### config.mk
export PLATFORM = sky130hd
export DESIGN_NAME = wdtc_top
export DESIGN_NICKNAME = d
export VERILOG_FILES = /design/src/wdtc_pkg.sv /design/src/wdtc_tick.sv /design/src/wdtc_top.sv
export SDC_FILE = /design/constraint.sdc
export NUM_CORES = 1
export LEC_CHECK = 0
export BUFFER_PORTS_ARGS = -buffer_cell sky130_fd_sc_hd__clkbuf_2
export CAP_MARGIN = 30
export CORE_UTILIZATION = 45
export DETAILED_ROUTE_END_ITERATION = 7
export PLACE_DENSITY = 0.69
export SLEW_MARGIN = 25
export SYNTH_ARGS = -nofsm -noshare
export SYNTH_HDL_FRONTEND = slang
export SYNTH_SLANG_ARGS = --single-unit
### constraint.sdc
create_clock -name pclk -period 3.4 [get_ports pclk]
set_input_delay 0.34 -clock pclk [delete_from_list [all_inputs] [get_ports pclk]]
set_output_delay 0.34 -clock pclk [all_outputs]
set_load 0.005 [all_outputs]
### src/wdtc_pkg.sv
/*
  wdtc_pkg: register map, field layout, reset values and timing constants
  for the watchdog timer block.
  assumes: 32-bit apb data, one aligned word per register, pclk at 250 mhz.
*/
package wdtc_pkg;

  // register byte addresses
  localparam logic [11:0] WDTC_OFS_CONTROL = 12'h000;
  localparam logic [11:0] WDTC_OFS_STATUS = 12'h004;
  localparam logic [11:0] WDTC_OFS_MASK = 12'h008;
  localparam logic [11:0] WDTC_OFS_COUNT = 12'h00C;

  // control register layout
  localparam int WDTC_PS_LSB = 0;
  localparam int WDTC_PS_W = 5;
  localparam int WDTC_SWEN_BIT = 8;

  // status and mask layout
  localparam int WDTC_ST_TIMEOUT = 0;
  localparam int WDTC_ST_PWRDN = 1;
  localparam int WDTC_ST_W = 2;

  // period ladder: code n gives 2**n time-base ticks of 1 ms
  localparam logic [4:0] WDTC_PS_RESET = 5'h0B;
  localparam logic [4:0] WDTC_PS_MAX = 5'h12;
  localparam int WDTC_CNT_W = 19;

  // enable configuration encodings
  localparam logic [1:0] WDTC_EN_OFF = 2'h0;
  localparam logic [1:0] WDTC_EN_SW = 2'h1;
  localparam logic [1:0] WDTC_EN_AWAKE = 2'h2;
  localparam logic [1:0] WDTC_EN_ON = 2'h3;

  // timing
  localparam int WDTC_CLK_PERIOD_NS = 4;
  localparam int WDTC_TICK_NS = 1000000;
  localparam int WDTC_TICK_CYCLES = WDTC_TICK_NS / WDTC_CLK_PERIOD_NS;

  // sleep sequencing states
  typedef enum logic [1:0] {
    WDTC_AWAKE = 2'b00,
    WDTC_ASLEEP = 2'b01,
    WDTC_STARTUP_HOLD = 2'b10
  } wdtc_state_e;

endpackage : wdtc_pkg

### src/wdtc_tick.sv
/*
  wdtc_tick: low-speed time base for the watchdog, one pulse per tick period.
  assumes: clr restarts the tick period so a cleared watchdog starts a full tick.
*/
`timescale 1ns/1ns
`default_nettype none
module wdtc_tick
  import wdtc_pkg::*;
#(
  parameter int TICK_CYCLES = WDTC_TICK_CYCLES
)
(
  input wire logic pclk,
  input wire logic presetn,
  input wire logic clr,
  output logic tick
);

  localparam int PW = $clog2(TICK_CYCLES + 1);
  localparam logic [PW-1:0] LAST = PW'(TICK_CYCLES - 1);

  logic [PW-1:0] pre_r;

  always_ff @(posedge pclk or negedge presetn)
  begin
    if (!presetn)
    begin
      pre_r <= '0;
      tick <= 1'b0;
    end
    else if (clr)
    begin
      pre_r <= '0;
      tick <= 1'b0;
    end
    else if (pre_r == LAST)
    begin
      pre_r <= '0;
      tick <= 1'b1;
    end
    else
    begin
      pre_r <= pre_r + PW'(1);
      tick <= 1'b0;
    end
  end

endmodule : wdtc_tick
`default_nettype wire

### src/wdtc_top.sv
/*
  wdtc_top: watchdog timer with apb register access, sleep handling and a
  masked level interrupt on its sticky status flags.
  assumes: system inputs are synchronous to pclk; sleep_active is a level
  that is high while the device sleeps; clear_instr and osc_fail are
  levels or pulses; presetn is asserted on every device reset.
*/
`timescale 1ns/1ns
`default_nettype none

//////////////////////////////////////////////////////////////////////////////
// Contract
// - period select field picks time-outs from 1 ms to 256 s nominal
// - after any reset period select reads two seconds
// - count clears on reset, clear instruction, osc fail, disable, start-up timer
// - count clears on entering sleep
// - if still enabled in sleep, count resumes from zero
// - count clears again on wake-up
// - exit with crystal clock holds count clear until start-up timer ends
// - exit with other clock sources just clears, no hold
// - time-out during sleep produces no reset
// - time-out during sleep wakes the device instead
// - time-out sets timeout flag in status, and also the power-down flag when it happens in sleep
// - held clear when config 00, or 01 with software enable low
// - config 10 clears and holds inactive during sleep
// - changing internal oscillator divider leaves the count alone
module wdtc_top
  import wdtc_pkg::*;
#(
  parameter int TICK_CYCLES = WDTC_TICK_CYCLES
)
(
  input wire logic pclk,
  input wire logic presetn,
  input wire logic psel,
  input wire logic penable,
  input wire logic pwrite,
  input wire logic [11:0] paddr,
  input wire logic [31:0] pwdata,
  output logic [31:0] prdata,
  output logic pready,
  output logic pslverr,
  input wire logic [1:0] watchdog_enable_config,
  input wire logic sleep_active,
  input wire logic crystal_mode,
  input wire logic clear_instr,
  input wire logic osc_fail,
  input wire logic oscillator_startup_timer,
  input wire logic [3:0] internal_osc_divider_select,
  output logic watchdog_reset,
  output logic wake,
  output logic irq
);

  //////////////////////////////////////////////////////////////////////////
  // helpers

  // terminal count for a period code, clamped to the longest period
  function automatic logic [WDTC_CNT_W-1:0] period_last(input logic [4:0] ps);
    logic [4:0] n;
    n = (ps > WDTC_PS_MAX) ? WDTC_PS_MAX : ps;
    period_last = (WDTC_CNT_W'(1) << n) - WDTC_CNT_W'(1);
  endfunction : period_last

  function automatic logic is_reg(input logic [11:0] a);
    is_reg = (a == WDTC_OFS_CONTROL) || (a == WDTC_OFS_STATUS) ||
             (a == WDTC_OFS_MASK) || (a == WDTC_OFS_COUNT);
  endfunction : is_reg

  //////////////////////////////////////////////////////////////////////////
  // declarations

  logic [4:0] period_sel_r;
  logic sw_enable_r;
  logic [WDTC_ST_W-1:0] status_r;
  logic [WDTC_ST_W-1:0] mask_r;
  logic [WDTC_CNT_W-1:0] count_r;
  logic [31:0] prdata_r;
  wdtc_state_e state_r;
  logic sleep_q_r;
  logic startup_q_r;
  logic enabled;
  logic hold_clear;
  logic tick;
  logic expire;
  logic sleep_enter;
  logic sleep_exit;
  logic wr_en;
  logic rd_access;
  logic [WDTC_ST_W-1:0] status_set;
  logic [WDTC_ST_W-1:0] status_nxt;

  //////////////////////////////////////////////////////////////////////////
  // apb decode

  assign pready = 1'b1;
  assign pslverr = psel && penable && !is_reg(paddr);
  assign prdata = prdata_r;
  assign wr_en = psel && penable && pwrite && is_reg(paddr);
  assign rd_access = psel && penable && !pwrite;

  // read data is captured in the setup cycle and held through access
  always_ff @(posedge pclk or negedge presetn)
  begin
    if (!presetn)
    begin
      prdata_r <= '0;
    end
    else if (psel && !penable && !pwrite)
    begin
      prdata_r <= '0;
      case (paddr)
        WDTC_OFS_CONTROL:
        begin
          prdata_r[WDTC_PS_LSB +: WDTC_PS_W] <= period_sel_r;
          prdata_r[WDTC_SWEN_BIT] <= sw_enable_r;
        end
        WDTC_OFS_STATUS:
        begin
          prdata_r[WDTC_ST_W-1:0] <= status_r;
        end
        WDTC_OFS_MASK:
        begin
          prdata_r[WDTC_ST_W-1:0] <= mask_r;
        end
        WDTC_OFS_COUNT:
        begin
          prdata_r[WDTC_CNT_W-1:0] <= count_r;
        end
        default:
        begin
          prdata_r <= '0;
        end
      endcase
    end
  end

  //////////////////////////////////////////////////////////////////////////
  // control and mask registers

  always_ff @(posedge pclk or negedge presetn)
  begin
    if (!presetn)
    begin
      period_sel_r <= WDTC_PS_RESET;
      sw_enable_r <= 1'b0;
    end
    else if (wr_en && paddr == WDTC_OFS_CONTROL)
    begin
      period_sel_r <= pwdata[WDTC_PS_LSB +: WDTC_PS_W];
      sw_enable_r <= pwdata[WDTC_SWEN_BIT];
    end
  end

  always_ff @(posedge pclk or negedge presetn)
  begin
    if (!presetn)
    begin
      mask_r <= '0;
    end
    else if (wr_en && paddr == WDTC_OFS_MASK)
    begin
      mask_r <= pwdata[WDTC_ST_W-1:0];
    end
  end

  //////////////////////////////////////////////////////////////////////////
  // enable and sleep sequencing

  always_comb
  begin
    case (watchdog_enable_config)
      WDTC_EN_OFF: enabled = 1'b0;
      WDTC_EN_SW: enabled = sw_enable_r;
      WDTC_EN_AWAKE: enabled = !sleep_active;
      WDTC_EN_ON: enabled = 1'b1;
      default: enabled = 1'b0;
    endcase
  end

  assign sleep_enter = sleep_active && !sleep_q_r;
  assign sleep_exit = !sleep_active && sleep_q_r;

  always_ff @(posedge pclk or negedge presetn)
  begin
    if (!presetn)
    begin
      sleep_q_r <= 1'b0;
      startup_q_r <= 1'b0;
    end
    else
    begin
      sleep_q_r <= sleep_active;
      startup_q_r <= oscillator_startup_timer;
    end
  end

  always_ff @(posedge pclk or negedge presetn)
  begin
    if (!presetn)
    begin
      state_r <= WDTC_AWAKE;
    end
    else
    begin
      case (state_r)
        WDTC_AWAKE:
        begin
          if (sleep_enter)
          begin
            state_r <= WDTC_ASLEEP;
          end
        end
        WDTC_ASLEEP:
        begin
          if (sleep_exit)
          begin
            // crystal sources wait for the start-up timer to finish
            state_r <= crystal_mode ? WDTC_STARTUP_HOLD : WDTC_AWAKE;
          end
        end
        WDTC_STARTUP_HOLD:
        begin
          if (sleep_enter)
          begin
            state_r <= WDTC_ASLEEP;
          end
          // apart from a new sleep entry, the hold ends only on a falling edge of the start-up timer
          else if (startup_q_r && !oscillator_startup_timer)
          begin
            state_r <= WDTC_AWAKE;
          end
        end
        default:
        begin
          state_r <= WDTC_AWAKE;
        end
      endcase
    end
  end

  // the divider select does not appear here, so it never disturbs the count
  assign hold_clear = !enabled || clear_instr || osc_fail || oscillator_startup_timer ||
                      sleep_enter || sleep_exit || (state_r == WDTC_STARTUP_HOLD);

  //////////////////////////////////////////////////////////////////////////
  // time base and counter

  wdtc_tick #(
    .TICK_CYCLES(TICK_CYCLES)
  ) u_tick (
    .pclk(pclk),
    .presetn(presetn),
    .clr(hold_clear),
    .tick(tick)
  );

  // a time-out restarts the count, so each period runs in full from zero
  assign expire = !hold_clear && tick && (count_r >= period_last(period_sel_r));

  always_ff @(posedge pclk or negedge presetn)
  begin
    if (!presetn)
    begin
      count_r <= '0;
    end
    else if (hold_clear || expire)
    begin
      count_r <= '0;
    end
    else if (tick)
    begin
      count_r <= count_r + WDTC_CNT_W'(1);
    end
  end

  //////////////////////////////////////////////////////////////////////////
  // time-out actions

  always_ff @(posedge pclk or negedge presetn)
  begin
    if (!presetn)
    begin
      watchdog_reset <= 1'b0;
      wake <= 1'b0;
    end
    else
    begin
      watchdog_reset <= expire && !sleep_active;
      wake <= expire && sleep_active;
    end
  end

  //////////////////////////////////////////////////////////////////////////
  // status flags and interrupt

  always_comb
  begin
    status_set = '0;
    status_set[WDTC_ST_TIMEOUT] = expire;
    status_set[WDTC_ST_PWRDN] = expire && sleep_active;
  end

  // a read clears only the flags it returned, so a flag set during setup survives
  always_comb
  begin
    status_nxt = status_r | status_set;
    if (rd_access && paddr == WDTC_OFS_STATUS)
    begin
      status_nxt = (status_r & ~prdata_r[WDTC_ST_W-1:0]) | status_set;
    end
  end

  always_ff @(posedge pclk or negedge presetn)
  begin
    if (!presetn)
    begin
      status_r <= '0;
    end
    else
    begin
      status_r <= status_nxt;
    end
  end

  always_ff @(posedge pclk or negedge presetn)
  begin
    if (!presetn)
    begin
      irq <= 1'b0;
    end
    else
    begin
      irq <= |(status_nxt & mask_r);
    end
  end

endmodule : wdtc_top
`default_nettype wire

==> results of run 1 <==
worst max-delay path: stages (launching register included):
cell and delay (ns):
dfstp_2 0.38, nor3_2 0.22, nand3b_1 0.16, ha_4 0.22, nor3_4 0.21, nand3b_1 0.11, o21ai_0 0.11, a21boi_1 0.12
ha_1 0.30, nand3_1 0.12, nor2_1 0.06, a311o_1 0.38, a211oi_4 0.26, buf_12 0.17, nand3_4 0.10, o31ai_2 0.23
cells by family after synthesis:
logic type                 share of synthesized area (%)
AOI/OAI and AO/OA                                   13.4
xor gates and xnor gates                            6.37
adders and majority gates                           6.46
buffers and inverters                               5.08
DFF                                                 43.5
muxes                                               2.91
other                                              0.176
and+or+nand+nor                                     22.1
layout by cell type (no fill, tap or decap), types with 15 or more instances in the layout:
| cell | instances |
|---|---|
| nand2_1 | 36 |
| o21ai_0 | 15 |
| nor2_1 | 55 |
| ha_1 | 21 |
| dfrtp_1 | 71 |
| xnor2_1 | 20 |
| nand3_1 | 25 |
| a21oi_1 | 15 |
| clkbuf_2 | 51 |
state kept, by name (all words and copies together) (netlist names):
signal / cells
count_r: 19
irq: 1
mask_r: 2
period_sel_r: 5
prdata: 19
sleep_q_r: 1
startup_q_r: 1
state_r: 2
status_r: 2
sw_enable_r: 1
u_tick.pre_r: 18
u_tick.tick: 1
wake: 1
watchdog_reset: 1
report_power, final:
| group | switching [W] | leakage [nW] | total, W | internal, W |
|---|---|---|---|---|
| Sequential | 0.00000487 | 1.01 | 0.000890 | 0.000886 |
| Combinational | 0.0000483 | 1.13 | 0.0000759 | 0.0000276 |
| Clock | 0.000322 | 0.116 | 0.000806 | 0.000484 |
| Total | 0.000375 | 2.26 | 0.00177 | 0.00140 |
worst max path at each step:
stage | to | cells after the start
global route | count_r[3] | 15
detailed placement | count_r[14] | 15
CTS | count_r[3] | 15
finish | count_r[6] | 15
floorplan | count_r[2] | 17
global placement | count_r[17] | 15
routing by layer:
layer / global-route usage [%] / share of wire [%]
met2: 32.0 / 47
met5: 0 / 0
met3: 3.79 / 3.6
met4: 6.22 / 1.3
met1: 27.4 / 48
layout make-up:
type / count / area share [%]
repair buffers: 68 / 8.54
flip-flops and latches: 74 / 37.5
inverters: 7 / 0.531
clock inverters: 5 / 2.10
clock buffers: 10 / 2.58
multi-input cells: 338 / 46.0
well taps: 111 / 2.81
stage by stage:
stage / setup WS, ns / hold slack (ns) / instance area [µm²]
6_report: 0.163 / 0.0267 / 4950
5_1_grt: -0.0790 / 0.0807 / 4950
4_1_cts: 0.0170 / 0.0509 / 4880
3_5_place_dp: 0.0155 / 0.428 / 4630
3_3_place_gp: 0.0541 / 0.415 / 4630
2_1_floorplan: 0.0111 / 0.0444 / 4320
what timing repair did:
action                     CTS  global route
setup endpoints to repair    1            20
pin swaps                    1             4
gates resized for setup      0             9
buffers inserted             1             1
cloned                       0             1
==> summary.txt, run 1 <==
CTS
  – Num CTS Buffers: 9
  – Clk_lat worst skew: around 0.35 ns
  – Clk root buf: clkbuf_8
  – CTS H-tree depth: 3
  – TritonCTS clock tree: built
  – CTS Hold Bufs: 0
  – Reg clk slew, reported paths: 0.08 ns
  – Sink Count: 74
  – CTS max path bufs: 2

Yosys
  – Top-count cell post-synth: dfrtp_1
  – Unique masters post-synth: 57
  – Yosys reg bits: 74
  – Post-synthesis sequential area ratio: 43.5%
  – Post-Synthesis Cell Area: roughly 4300 µm²
  – Cell taking the most area after synthesis: dfrtp_1
  – EDFF count, synth: 0
  – Cells after Synth: 440
  – Top FF cell, synth: dfrtp_1
  – Syn_area_per_cell: 9.69 µm²
  – Yosys warns: 0
  – FFs w/ async S/R, synth: 100%
  – Top-area cell type share of the netlist area: 41.7%
  – Post-synth top cells: dfrtp_1 (71), nor2_1 (55), nand2_1 (36), nand3_1 (25), ha_1 (22)
  – Synth area leaders: dfrtp_1 (42%), ha_1 (6.5%), nor2_1 (4.8%)

Critical path
  – Critical R2R Launch: period_sel_r[3]
  – Reg-to-Reg End: count_r[6]
  – Required @ worst endpoint: about 3.7 ns
  – Setup CP Type: reg2reg
  – Reg2reg path depth: 15
  – Critical Path Source: period_sel_r[3]
  – Critical path endpoint category: flip-flop
  – Critical Path AT: 3.50 ns
  – Crit-path max FO: 6
  – CP startpoint kind: flip-flop
  – Reg2reg setup slack: around 0.16 ns

STA
  – Final setup TNS: 0 ns
  – F_max: 309 MHz
  – Final Cycle Share: 95.2%
  – Slew Limit Fails: 0
  – Worst Max-Slew Pin Slew: 0.762 ns
  – Slew HR: between 40% and 50%
  – Final Hold Vio Count: 0
  – Time the worst path needs with I/O delays and setup: 3.24 ns
  – Final setup violation count: 0
  – Final setup skew: approximately 0.0063 ns

Final layout
  – Fin nets: 580
  – Finished Core Util: 53.8%
  – Area Overhead vs Synth: 16.1%
  – Layout filler cell count: 833
  – Antenna diode count: 0
  – Cell Count, Final, Fillers Out: about 610
  – Area of the multi-input gates: 2280 µm²
  – Reg area: around 1900 µm²
  – Layout cells sized above 1: 22.9%

Detailed routing
  – Final ANT Viol Nets: 0
  – DRT iter0 DRCs: between 150 and 200
  – Wire length per cell: 14.6 µm
  – Post-route DRC: 0
  – Routed wire length: 8930 µm
  – Drt first pass iters: 4
  – Via density: 5.48
  – Total number of vias: 3,359

Worst hold path
  – Hold Path Class: in2async

Global route
  – Vias in the first global route: 3,234
  – Overall global routing resource usage: 19.9%
  – Global-route wire length before repair: 15,600 µm
  – Initial antenna violation count: 0
  – Total congestion overflow: 0
  – Largest net degree at the start of global routing: 33

Floorplanning
  – Die Ht: 99.3 µm
  – Initial core utilization: 46.4%
  – Num ports: 97
  – FP Rows: 35
  – Die X: between 90 and 100 µm
  – Core area: between 9000 and 10,000 µm²
  – Die footprint: 9870 µm²

Run
  – MaxCap Viol Count: 0

Placement
  – PortBufs: 52
  – DP Cell Count: 595
  – DPL Wire Length: 6560 µm
  – GPL Wtd Cong: ~0.83

Outcome
  – Status: finished, final reports clean

Power
  – Peak supply drop: 0.167 mV
  – Total power: 0.00177 W
  – Pwr Density: 358 nW/µm²
  – Pleak: 2.26 nW
No activity file was read; power rests on OpenSTA's default activity.
==> run 2, diff against run 1 <==
--- a/config.mk
+++ b/config.mk
@@ -5,7 +5,7 @@
 export SDC_FILE = /design/constraint.sdc
 export NUM_CORES = 1
 export LEC_CHECK = 0
-export BUFFER_PORTS_ARGS = -buffer_cell sky130_fd_sc_hd__clkbuf_2
+export BUFFER_PORTS_ARGS = -buffer_cell sky130_fd_sc_hd__buf_4
 export CAP_MARGIN = 30
 export CORE_UTILIZATION = 45
 export DETAILED_ROUTE_END_ITERATION = 7
==> run 2 against run 1 <==
Net effect: critical endpoint is now count_r[2]; fmax shrank 0.52%; combinational power grew 16%; setup slack lost 0.017 ns; flip-flop and latch count is the same.
==> summary.txt, run 2 (synthesized netlist as in run 1, its figures left out) <==
CTS
  – CTS max path bufs: 2 (unchanged)
  – Clk root buf: clkbuf_8 (unchanged)
  – Num CTS Buffers: 9 (unchanged)
  – TritonCTS clock tree: built (unchanged)
  – Sink Count: 74 (unchanged)
  – CTS H-tree depth: 3 (unchanged)
  – Reg clk slew, reported paths: 0.08 ns (about the same)
  – Clk_lat worst skew: 0.35 ns (about the same)

Power
  – Int Power: 0.00133 W (was 0.00140 W)
  – Peak supply drop: 0.171 mV (was 0.167 mV)
  – Pleak: 2.30 nW (was 2.26 nW)
  – Net switching power: 0.000383 W (was 0.000375 W)
  – Switching fraction of total power: 22.3% (was 21.2%)
  – Flop pwr share: 51.9% (was 50.2%)
  – Clock Power Share: 43.0% (was 45.5%)
  – Combinational Power Share: 5.1% (was 4.3%)
  – Pwr Density: 336 nW/µm² (was 358 nW/µm²)
  – Total power: 0.00172 W (was 0.00177 W)

Critical path
  – Delay-heaviest family, CP: compound AO/OA/AOI/OAI gates (unchanged)
  – Required @ worst endpoint: 3.65 ns (was 3.66 ns)
  – Critical path endpoint category: flip-flop (unchanged)
  – CP startpoint kind: flip-flop (unchanged)
  – Crit-path slowest cell: dfrtp_1 (was dfstp_2)
  – Cells along the critical path: nor3_4 > nand3b_1 > ha_4 > inv_1 > a21oi_1 > a31oi_1 > ha_1 > a211oi_2 > o21ai_1 > a311o_1 > a211oi_4 > buf_12 > nand3_4 > o311ai_4 (was nor3_2 > nand3b_1 > ha_4 > nor3_4 > nand3b_1 > o21ai_0 > a21boi_1 > ha_1 > nand3_1 > nor2_1 > a311o_1 > a211oi_4 > buf_12 > nand3_4 > o31ai_2)
  – Setup CP Type: reg2reg (unchanged)
  – Critical Path AT: 3.50 ns (about the same)
  – Crit-path max FO: 7 (was 6)
  – Max incr delay on CP: 0.42 ns (was 0.38 ns)
  – WP buf/inv: 2 (was 1)

Global route
  – Initial antenna violation count: 0 (unchanged)
  – Total congestion overflow: 0 (unchanged)
  – Met1 Resource Use GR: 26.3% (was 27.4%)
  – Overall global routing resource usage: 19.5% (was 19.9%)
  – Met2 Use GR: 31.6% (was 32.0%)
  – Busiest grt layer: met2 (unchanged)
  – Global-route wire length before repair: 15,300 µm (was 15,600 µm)
  – Met3 usage: 3.58% (was 3.79%)
  – Vias in the first global route: 3,230 (was 3,234)
  – Largest net degree at the start of global routing: 75 (was 33)

Final layout
  – Area Overhead vs Synth: 20.0% (was 16.1%)
  – Most frequent cells in the layout: dfrtp_1 (71), buf_4 (65), nor2_1 (54), nand2_1 (35), nand3_1 (25) (was dfrtp_1 (71), nor2_1 (55), clkbuf_2 (51), nand2_1 (36), nand3_1 (25))
  – Fin nets: 582 (was 580)
  – Layout cells sized above 1: 23.4% (was 22.9%)
  – Finished Core Util: 55.6% (was 53.8%)
  – Antenna diode count: 0 (unchanged)
  – Cell Count, Final, Fillers Out: 615 (was 613)
  – Layout filler cell count: 807 (was 833)
  – Reg area: 1860 µm² (unchanged)
  – Area of the multi-input gates: 2300 µm² (was 2280 µm²)
  – Commonest non-fill, non-tap cell in the layout: dfrtp_1 (unchanged)

Run
  – MaxCap Viol Count: 0 (unchanged)

Detailed routing
  – Final ANT Viol Nets: 0 (unchanged)
  – Drt first pass iters: 4 (unchanged)
  – Total number of vias: 3,361 (was 3,359)
  – DRT iter0 DRCs: 156 (was 172)
  – Wire length per cell: 14.6 µm (about the same)
  – Routed wire length: 9010 µm (was 8930 µm)
  – Via density: 5.47 (was 5.48)
  – Post-route DRC: 0 (unchanged)

STA
  – Final setup skew: 0.0149 ns (was 0.00632 ns)
  – Setup ws final: 0.146 ns (was 0.163 ns)
  – Final Cycle Share: 95.7% (was 95.2%)
  – Min Hold Slack: 0.116 ns (was 0.0267 ns)
  – F_max: 307 MHz (was 309 MHz)
  – Final Hold Vio Count: 0 (unchanged)
  – Worst Max-Slew Pin Slew: 0.774 ns (was 0.762 ns)
  – Slew HR: 48.0% (was 48.8%)
  – Time the worst path needs with I/O delays and setup: 3.25 ns (was 3.24 ns)
  – Final setup violation count: 0 (unchanged)
  – Slew Limit Fails: 0 (unchanged)

Placement
  – PortBufs: 52 (unchanged)
  – GPL Wtd Cong: 0.832 (was 0.833)
  – DP Cell Count: 594 (was 595)
  – Post-Place Worst Slack: -0.00418 ns (was 0.0155 ns)
  – DPL Wire Length: 6420 µm (was 6560 µm)

Outcome
  – Status: finished, final reports clean (unchanged)

Floorplanning
  – Initial core utilization: 46.4% (unchanged)
  – Core area: 9200 µm² (unchanged)
  – Die X: 99.3 µm (unchanged)
  – FP Rows: 35 (unchanged)
  – Num ports: 97 (unchanged)
  – Die footprint: 9870 µm² (unchanged)
  – Die Ht: 99.3 µm (unchanged)

Worst hold path
  – Hold Path Class: in2reg (was in2async)
run 2: worst reg2reg max path: cells and delay by family (launching register included):
| kind | cells | cell delay, ns |
|---|---|---|
| AOI/OAI and AO/OA | 7 | 1.44 |
| buffers and inverters | 2 | 0.31 |
| and+or+nand+nor | 3 | 0.48 |
| adders and majority gates | 2 | 0.51 |
| DFF | 1 | 0.42 |
run 2: layout make-up:
type / instances / share of cell area (%)
clock buffers: 10 / 2.49
flip-flops and latches: 74 / 36.3
well taps: 111 / 2.71
repair buffers: 70 / 11.5
clock inverters: 5 / 1.57
multi-input cells: 338 / 44.9
inverters: 7 / 0.514
run 2: worst paths after layout:
path	startpoint	to	slack, ns	depth (start not counted)
max in group asynchronous	presetn	period_sel_r[1]	2.38	3
min reg2reg	prdata[8]	prdata[8]	0.48	2
max	period_sel_r[4]	count_r[2]	0.15	14
min in group asynchronous	presetn	period_sel_r[4]	0.41	2
max reg2reg	period_sel_r[4]	count_r[2]	0.15	14
min	oscillator_startup_timer	startup_q_r	0.12	1
run 2: timing repair:
item / CTS / global route
setup endpoints to repair: 18 / 19
cloned: 0 / 1
gates resized for setup: 2 / 10
buffers inserted: 0 / 3
pin swaps: 0 / 8
hold buffers: 0 / 1
hold endpoints to repair: 0 / 17
run 2: layer usage:
metal,vias to the layer above,part of all wire [%]
met5,-,0
met4,0,0.99
met3,9,4.4
met2,79,47
met1,1608,47
li1,1665,-
run 2: power by group through the flow:
stage | Combinational (W) | Sequential, W | Clock, W
floorplan | 0.0000442 | 0.000907 | 0
global placement | 0.0000809 | 0.000907 | 0
detailed placement | 0.0000828 | 0.000907 | 0
CTS | 0.0000831 | 0.000890 | 0.000753
global route | 0.0000999 | 0.000891 | 0.000798
finish | 0.0000877 | 0.000890 | 0.000739
run 2: per-stage QoR:
step / area, µm² / setup TNS [ns]
finish: 5120 / 0
global route: 5120 / -0.0167
CTS: 4970 / 0
detailed placement: 4750 / -0.0145
global placement: 4750 / 0
floorplan: 4320 / 0
==> run 3, diff against run 2 <==
--- a/config.mk
+++ b/config.mk
@@ -5,12 +5,15 @@
 export SDC_FILE = /design/constraint.sdc
 export NUM_CORES = 1
 export LEC_CHECK = 0
+export ABC_AREA = 1
+export ABC_CLOCK_PERIOD_IN_PS = 3400
 export BUFFER_PORTS_ARGS = -buffer_cell sky130_fd_sc_hd__buf_4
 export CAP_MARGIN = 30
 export CORE_UTILIZATION = 45
 export DETAILED_ROUTE_END_ITERATION = 7
-export PLACE_DENSITY = 0.69
+export PLACE_DENSITY = 0.68
 export SLEW_MARGIN = 25
 export SYNTH_ARGS = -nofsm -noshare
 export SYNTH_HDL_FRONTEND = slang
+export SYNTH_HIERARCHICAL = 1
 export SYNTH_SLANG_ARGS = --single-unit
==> run 3 against run 2 <==
Net effect: final cell count rose by 39%; design area up 14%; flip-flop and latch count unchanged; die area is 13% higher; critical path depth grew 8; clock power shrank 4.6%; highest routed layer unchanged.
==> summary.txt, run 3 <==
Global route
  – Overall global routing resource usage: 21.8% (was 19.5%)
  – Total congestion overflow: 0 (unchanged)
  – Vias in the first global route: 4,243 (was 3,230)
  – Largest net degree at the start of global routing: 75 (unchanged)
  – Initial antenna violation count: 0 (unchanged)
  – Global-route wire length before repair: 19,500 µm (was 15,300 µm)

Detailed routing
  – Routed met1 length: 5260 µm (was 4270 µm)
  – Met3 WL: 557 µm (was 394 µm)
  – Routed wire length: 11,600 µm (was 9010 µm)
  – Post-route DRC: 0 (unchanged)
  – Wire length per cell: 13.5 µm (was 14.6 µm)
  – Drt first pass iters: 7 (was 4)
  – Met2 WL: 5610 µm (was 4250 µm)
  – DRT iter0 DRCs: 316 (was 156)
  – Total number of vias: 4,398 (was 3,361)
  – Via density: 5.14 (was 5.47)
  – Final ANT Viol Nets: 0 (unchanged)
  – DR top layer: met4 (unchanged)

Yosys
  – Post-Synth Simple-Gate Area: 33.4% (was 22.1%)
  – Post-Synthesis Cell Area: 4840 µm² (was 4260 µm²)
  – Yosys warns: 6 (was 0)
  – Top FF cell, synth: dfrtp_1 (unchanged)
  – Top-area cell type share of the netlist area: 36.7% (was 41.7%)
  – Unique masters post-synth: 39 (was 57)
  – Largest family of logic cells by synthesized area: simple AND/OR/NAND/NOR gates (unchanged)
  – Mux cell area share after synthesis: 0% (was 2.91%)
  – Cells after Synth: 646 (was 440)
  – Post-synthesis sequential area ratio: 38.3% (was 43.5%)
  – EDFF count, synth: 0 (unchanged)
  – FFs w/ async S/R, synth: 100% (unchanged)
  – Fraction of the mapped netlist area in adder cells: 5.68% (was 6.46%)
  – XOR/XNOR share of the synthesized area: 3.98% (was 6.37%)
  – Compound-Gate Fraction of Synth Area: 8.47% (was 13.4%)
  – Synth area leaders: dfrtp_1 (37%), nand2_1 (12%), nor2_1 (6.5%) (was dfrtp_1 (42%), ha_1 (6.5%), nor2_1 (4.8%))
  – Top-count cell post-synth: nand2_1 (was dfrtp_1)
  – Post-synth top cells: nand2_1 (161), nor2_1 (84), inv_1 (74), dfrtp_1 (71), nand3_1 (37) (was dfrtp_1 (71), nor2_1 (55), nand2_1 (36), nand3_1 (25), ha_1 (22))
  – Cell taking the most area after synthesis: dfrtp_1 (unchanged)
  – Yosys reg bits: 74 (unchanged)
  – Syn_area_per_cell: 7.50 µm² (was 9.69 µm²)

Critical path
  – Critical path endpoint category: flip-flop (unchanged)
  – Reg-to-Reg End: count_r[9] (was count_r[2])
  – Setup CP Type: reg2reg (unchanged)
  – Reg2reg setup slack: 0.21 ns (was 0.15 ns)
  – WP buf/inv: 1 (was 2)
  – Delay-heaviest family, CP: simple AND/OR/NAND/NOR gates (was compound AO/OA/AOI/OAI gates)
  – Cells along the critical path: nand2_2 > nand2_2 > nand2_2 > nand2_1 > nor2_1 > nand2_1 > inv_2 > nand2_2 > ha_4 > nand3_4 > nor3_4 > nand3_2 > xor2_2 > ha_4 > a21oi_2 > o21a_1 > nand2_1 > nor2_2 > nand2_4 > nand2_8 > nand2_4 > nor2_1 (was nor3_4 > nand3b_1 > ha_4 > inv_1 > a21oi_1 > a31oi_1 > ha_1 > a211oi_2 > o21ai_1 > a311o_1 > a211oi_4 > buf_12 > nand3_4 > o311ai_4)
  – Crit path top cell by count: nand2_2
  – Reg2reg path depth: 22 (was 14)
  – Crit-path max FO: 6 (was 7)
  – Critical Path AT: 3.46 ns (was 3.50 ns)
  – Critical R2R Launch: period_sel_r[0] (was period_sel_r[4])
  – Required @ worst endpoint: 3.68 ns (was 3.65 ns)
  – CP startpoint kind: flip-flop (unchanged)
  – Max incr delay on CP: 0.54 ns (was 0.42 ns)
  – Crit-path slowest cell: dfstp_2 (was dfrtp_1)

Final layout
  – Layout cells sized above 1: 21.9% (was 23.4%)
  – Antenna diode count: 0 (unchanged)
  – Reg area: 1860 µm² (unchanged)
  – Cell Count, Final, Fillers Out: 856 (was 615)
  – Commonest non-fill, non-tap cell in the layout: nand2_1 (was dfrtp_1)
  – Area Overhead vs Synth: 20.0% (about the same)
  – Most frequent cells in the layout: nand2_1 (151), nor2_1 (77), inv_1 (72), dfrtp_1 (71), buf_4 (67) (was dfrtp_1 (71), buf_4 (65), nor2_1 (54), nand2_1 (35), nand3_1 (25))
  – Layout filler cell count: 974 (was 807)
  – Fin nets: 797 (was 582)
  – Area of the multi-input gates: 2730 µm² (was 2300 µm²)

Worst hold path
  – Hold Path Class: in2reg (unchanged)
  – Hold_sp: oscillator_startup_timer (unchanged)
  – Hold Path Sink: startup_q_r (unchanged)
  – Hold path depth: 1 (unchanged)

Placement
  – DPL Wire Length: 8740 µm (was 6420 µm)
  – PortBufs: 52 (unchanged)
  – GPL Wtd Cong: 0.885 (was 0.832)
  – DP Cell Count: 835 (was 594)

Floorplanning
  – Num ports: 97 (unchanged)
  – Initial core utilization: 46.7% (was 46.4%)
  – FP Rows: 37 (was 35)
  – Die X: 106 µm (was 99.3 µm)
  – Core area: 10,400 µm² (was 9200 µm²)
  – Die footprint: 11,200 µm² (was 9870 µm²)
  – Die Ht: 106 µm (was 99.3 µm)

STA
  – F_max: 314 MHz (was 307 MHz)
  – Final setup TNS: 0 ns (unchanged)
  – Final setup skew: 0.0138 ns (was 0.0149 ns)
  – Min Hold Slack: 0.106 ns (was 0.116 ns)
  – Slew HR: 48.7% (was 48.0%)
  – Time the worst path needs with I/O delays and setup: 3.19 ns (was 3.25 ns)
  – Worst Max-Slew Pin Slew: 0.767 ns (was 0.774 ns)
  – Final setup violation count: 0 (unchanged)
  – Slew Limit Fails: 0 (unchanged)
  – Final Hold Vio Count: 0 (unchanged)
  – Final Cycle Share: 93.7% (was 95.7%)

Power
  – Total power: 0.00176 W (was 0.00172 W)
  – Switching fraction of total power: 25.5% (was 22.3%)
  – Net switching power: 0.000448 W (was 0.000383 W)
  – Flop pwr share: 52.0% (was 51.9%)
  – Combinational Power Share: 7.8% (was 5.1%)
  – Pleak: 2.70 nW (was 2.30 nW)
  – Peak supply drop: 0.216 mV (was 0.171 mV)
  – Pwr Density: 302 nW/µm² (was 336 nW/µm²)
  – Clock Power Share: 40.1% (was 43.0%)
  – Int Power: 0.00131 W (was 0.00133 W)

CTS
  – TritonCTS clock tree: built (unchanged)
  – Clk root buf: clkbuf_8 (unchanged)
  – CTS max path bufs: 2 (unchanged)
  – Reg clk slew, reported paths: 0.09 ns (was 0.08 ns)
  – Clk_lat worst skew: 0.35 ns (about the same)
  – Sink Count: 74 (unchanged)
  – CTS H-tree depth: 3 (unchanged)
  – Num CTS Buffers: 9 (unchanged)

Run
  – MaxCap Viol Count: 0 (unchanged)

Outcome
  – Status: finished, final reports clean (unchanged)
-- run 3: cell count changes after synthesis, sizes merged, moves of 5 or more --
cell,change
o21ai,+7
clkbuf,-12
a22o,-14
a22oi,-5
o31ai,+10
nand2,+137
nand4,+10
xnor2,-15
nor4,-6
xor2,+6
nand3,+12
mux2,-7
nor2,+41
inv,+75
-- run 3: cells by family after synthesis --
kind of cell / count (synthesis)
other: 2
AND/OR/NAND/NOR: 351
XOR/XNOR: 22
adder cells (fa/ha/maj): 22
flip-flops: 74
AO/OA/AOI/OAI: 68
buffers and inverters: 107
-- run 3: through the flow --
| stage | instance area (µm²) | utilization [%] | worst slack, ns |
|---|---|---|---|
| after floorplan | 4890 | - | 0.327 |
| after global placement | 5380 | 51.9 | 0.0498 |
| after detailed placement | 5380 | 51.9 | 0.0491 |
| after CTS | 5580 | 53.8 | 0.0213 |
| after global routing | 5810 | 56.0 | -0.0270 |
| final | 5810 | 56.0 | 0.215 |
-- run 3: area by class of cell --
| type | count | share of cell area [%] |
|---|---|---|
| multi-input combinational | 479 | 47.0 |
| sequential | 74 | 31.9 |
| timing repair buffer | 69 | 9.30 |
| inverter | 82 | 5.30 |
| tap | 136 | 2.93 |
| clock buffer | 10 | 2.20 |
| clock inverter | 6 | 1.29 |
-- run 3: worst max path at each step --
stage               cells past startpoint          end             from  slack (ns)
CTS                                    22   count_r[3]  period_sel_r[0]        0.02
global route                           25   count_r[9]  period_sel_r[0]       -0.03
finish                                 22   count_r[9]  period_sel_r[0]        0.21
floorplan                              24  count_r[14]  period_sel_r[1]        0.33
global placement                       22   count_r[3]  period_sel_r[0]        0.05
detailed placement                     22   count_r[2]  period_sel_r[0]        0.05
-- run 3: timing repair --
| action | CTS | global route |
|---|---|---|
| resized for setup | 0 | 39 |
| hold endpoints to repair | 0 | 18 |
| endpoints found under the setup margin | 0 | 24 |
| setup buffers | 0 | 1 |
| hold buffers | 0 | 1 |
-- run 3: power groups by stage --
stage / Clock, W / Sequential [W] / Combinational (W)
floorplan: 0 / 0.000926 / 0.0000755
global placement: 0 / 0.000929 / 0.000129
detailed placement: 0 / 0.000929 / 0.000135
CTS: 0.000722 / 0.000913 / 0.000134
global route: 0.000758 / 0.000915 / 0.000155
finish: 0.000705 / 0.000913 / 0.000138
-- run 3: routing by layer --
layer,up-vias,global-route usage [%]
met3,12,3.90
met2,108,36.1
li1,2206,-
met1,2072,28.7
met4,0,7.24
met5,-,0
-- run 3: worst reg2reg max path, delay by kind of cell, from the launching register on --
kind	cells	cell delay, ns
AND/OR/NAND/NOR	16	1.64
flip-flops	1	0.54
AO/OA/AOI/OAI	2	0.24
buffers and inverters	1	0.05
adder cells (fa/ha/maj)	2	0.41
XOR/XNOR	1	0.21
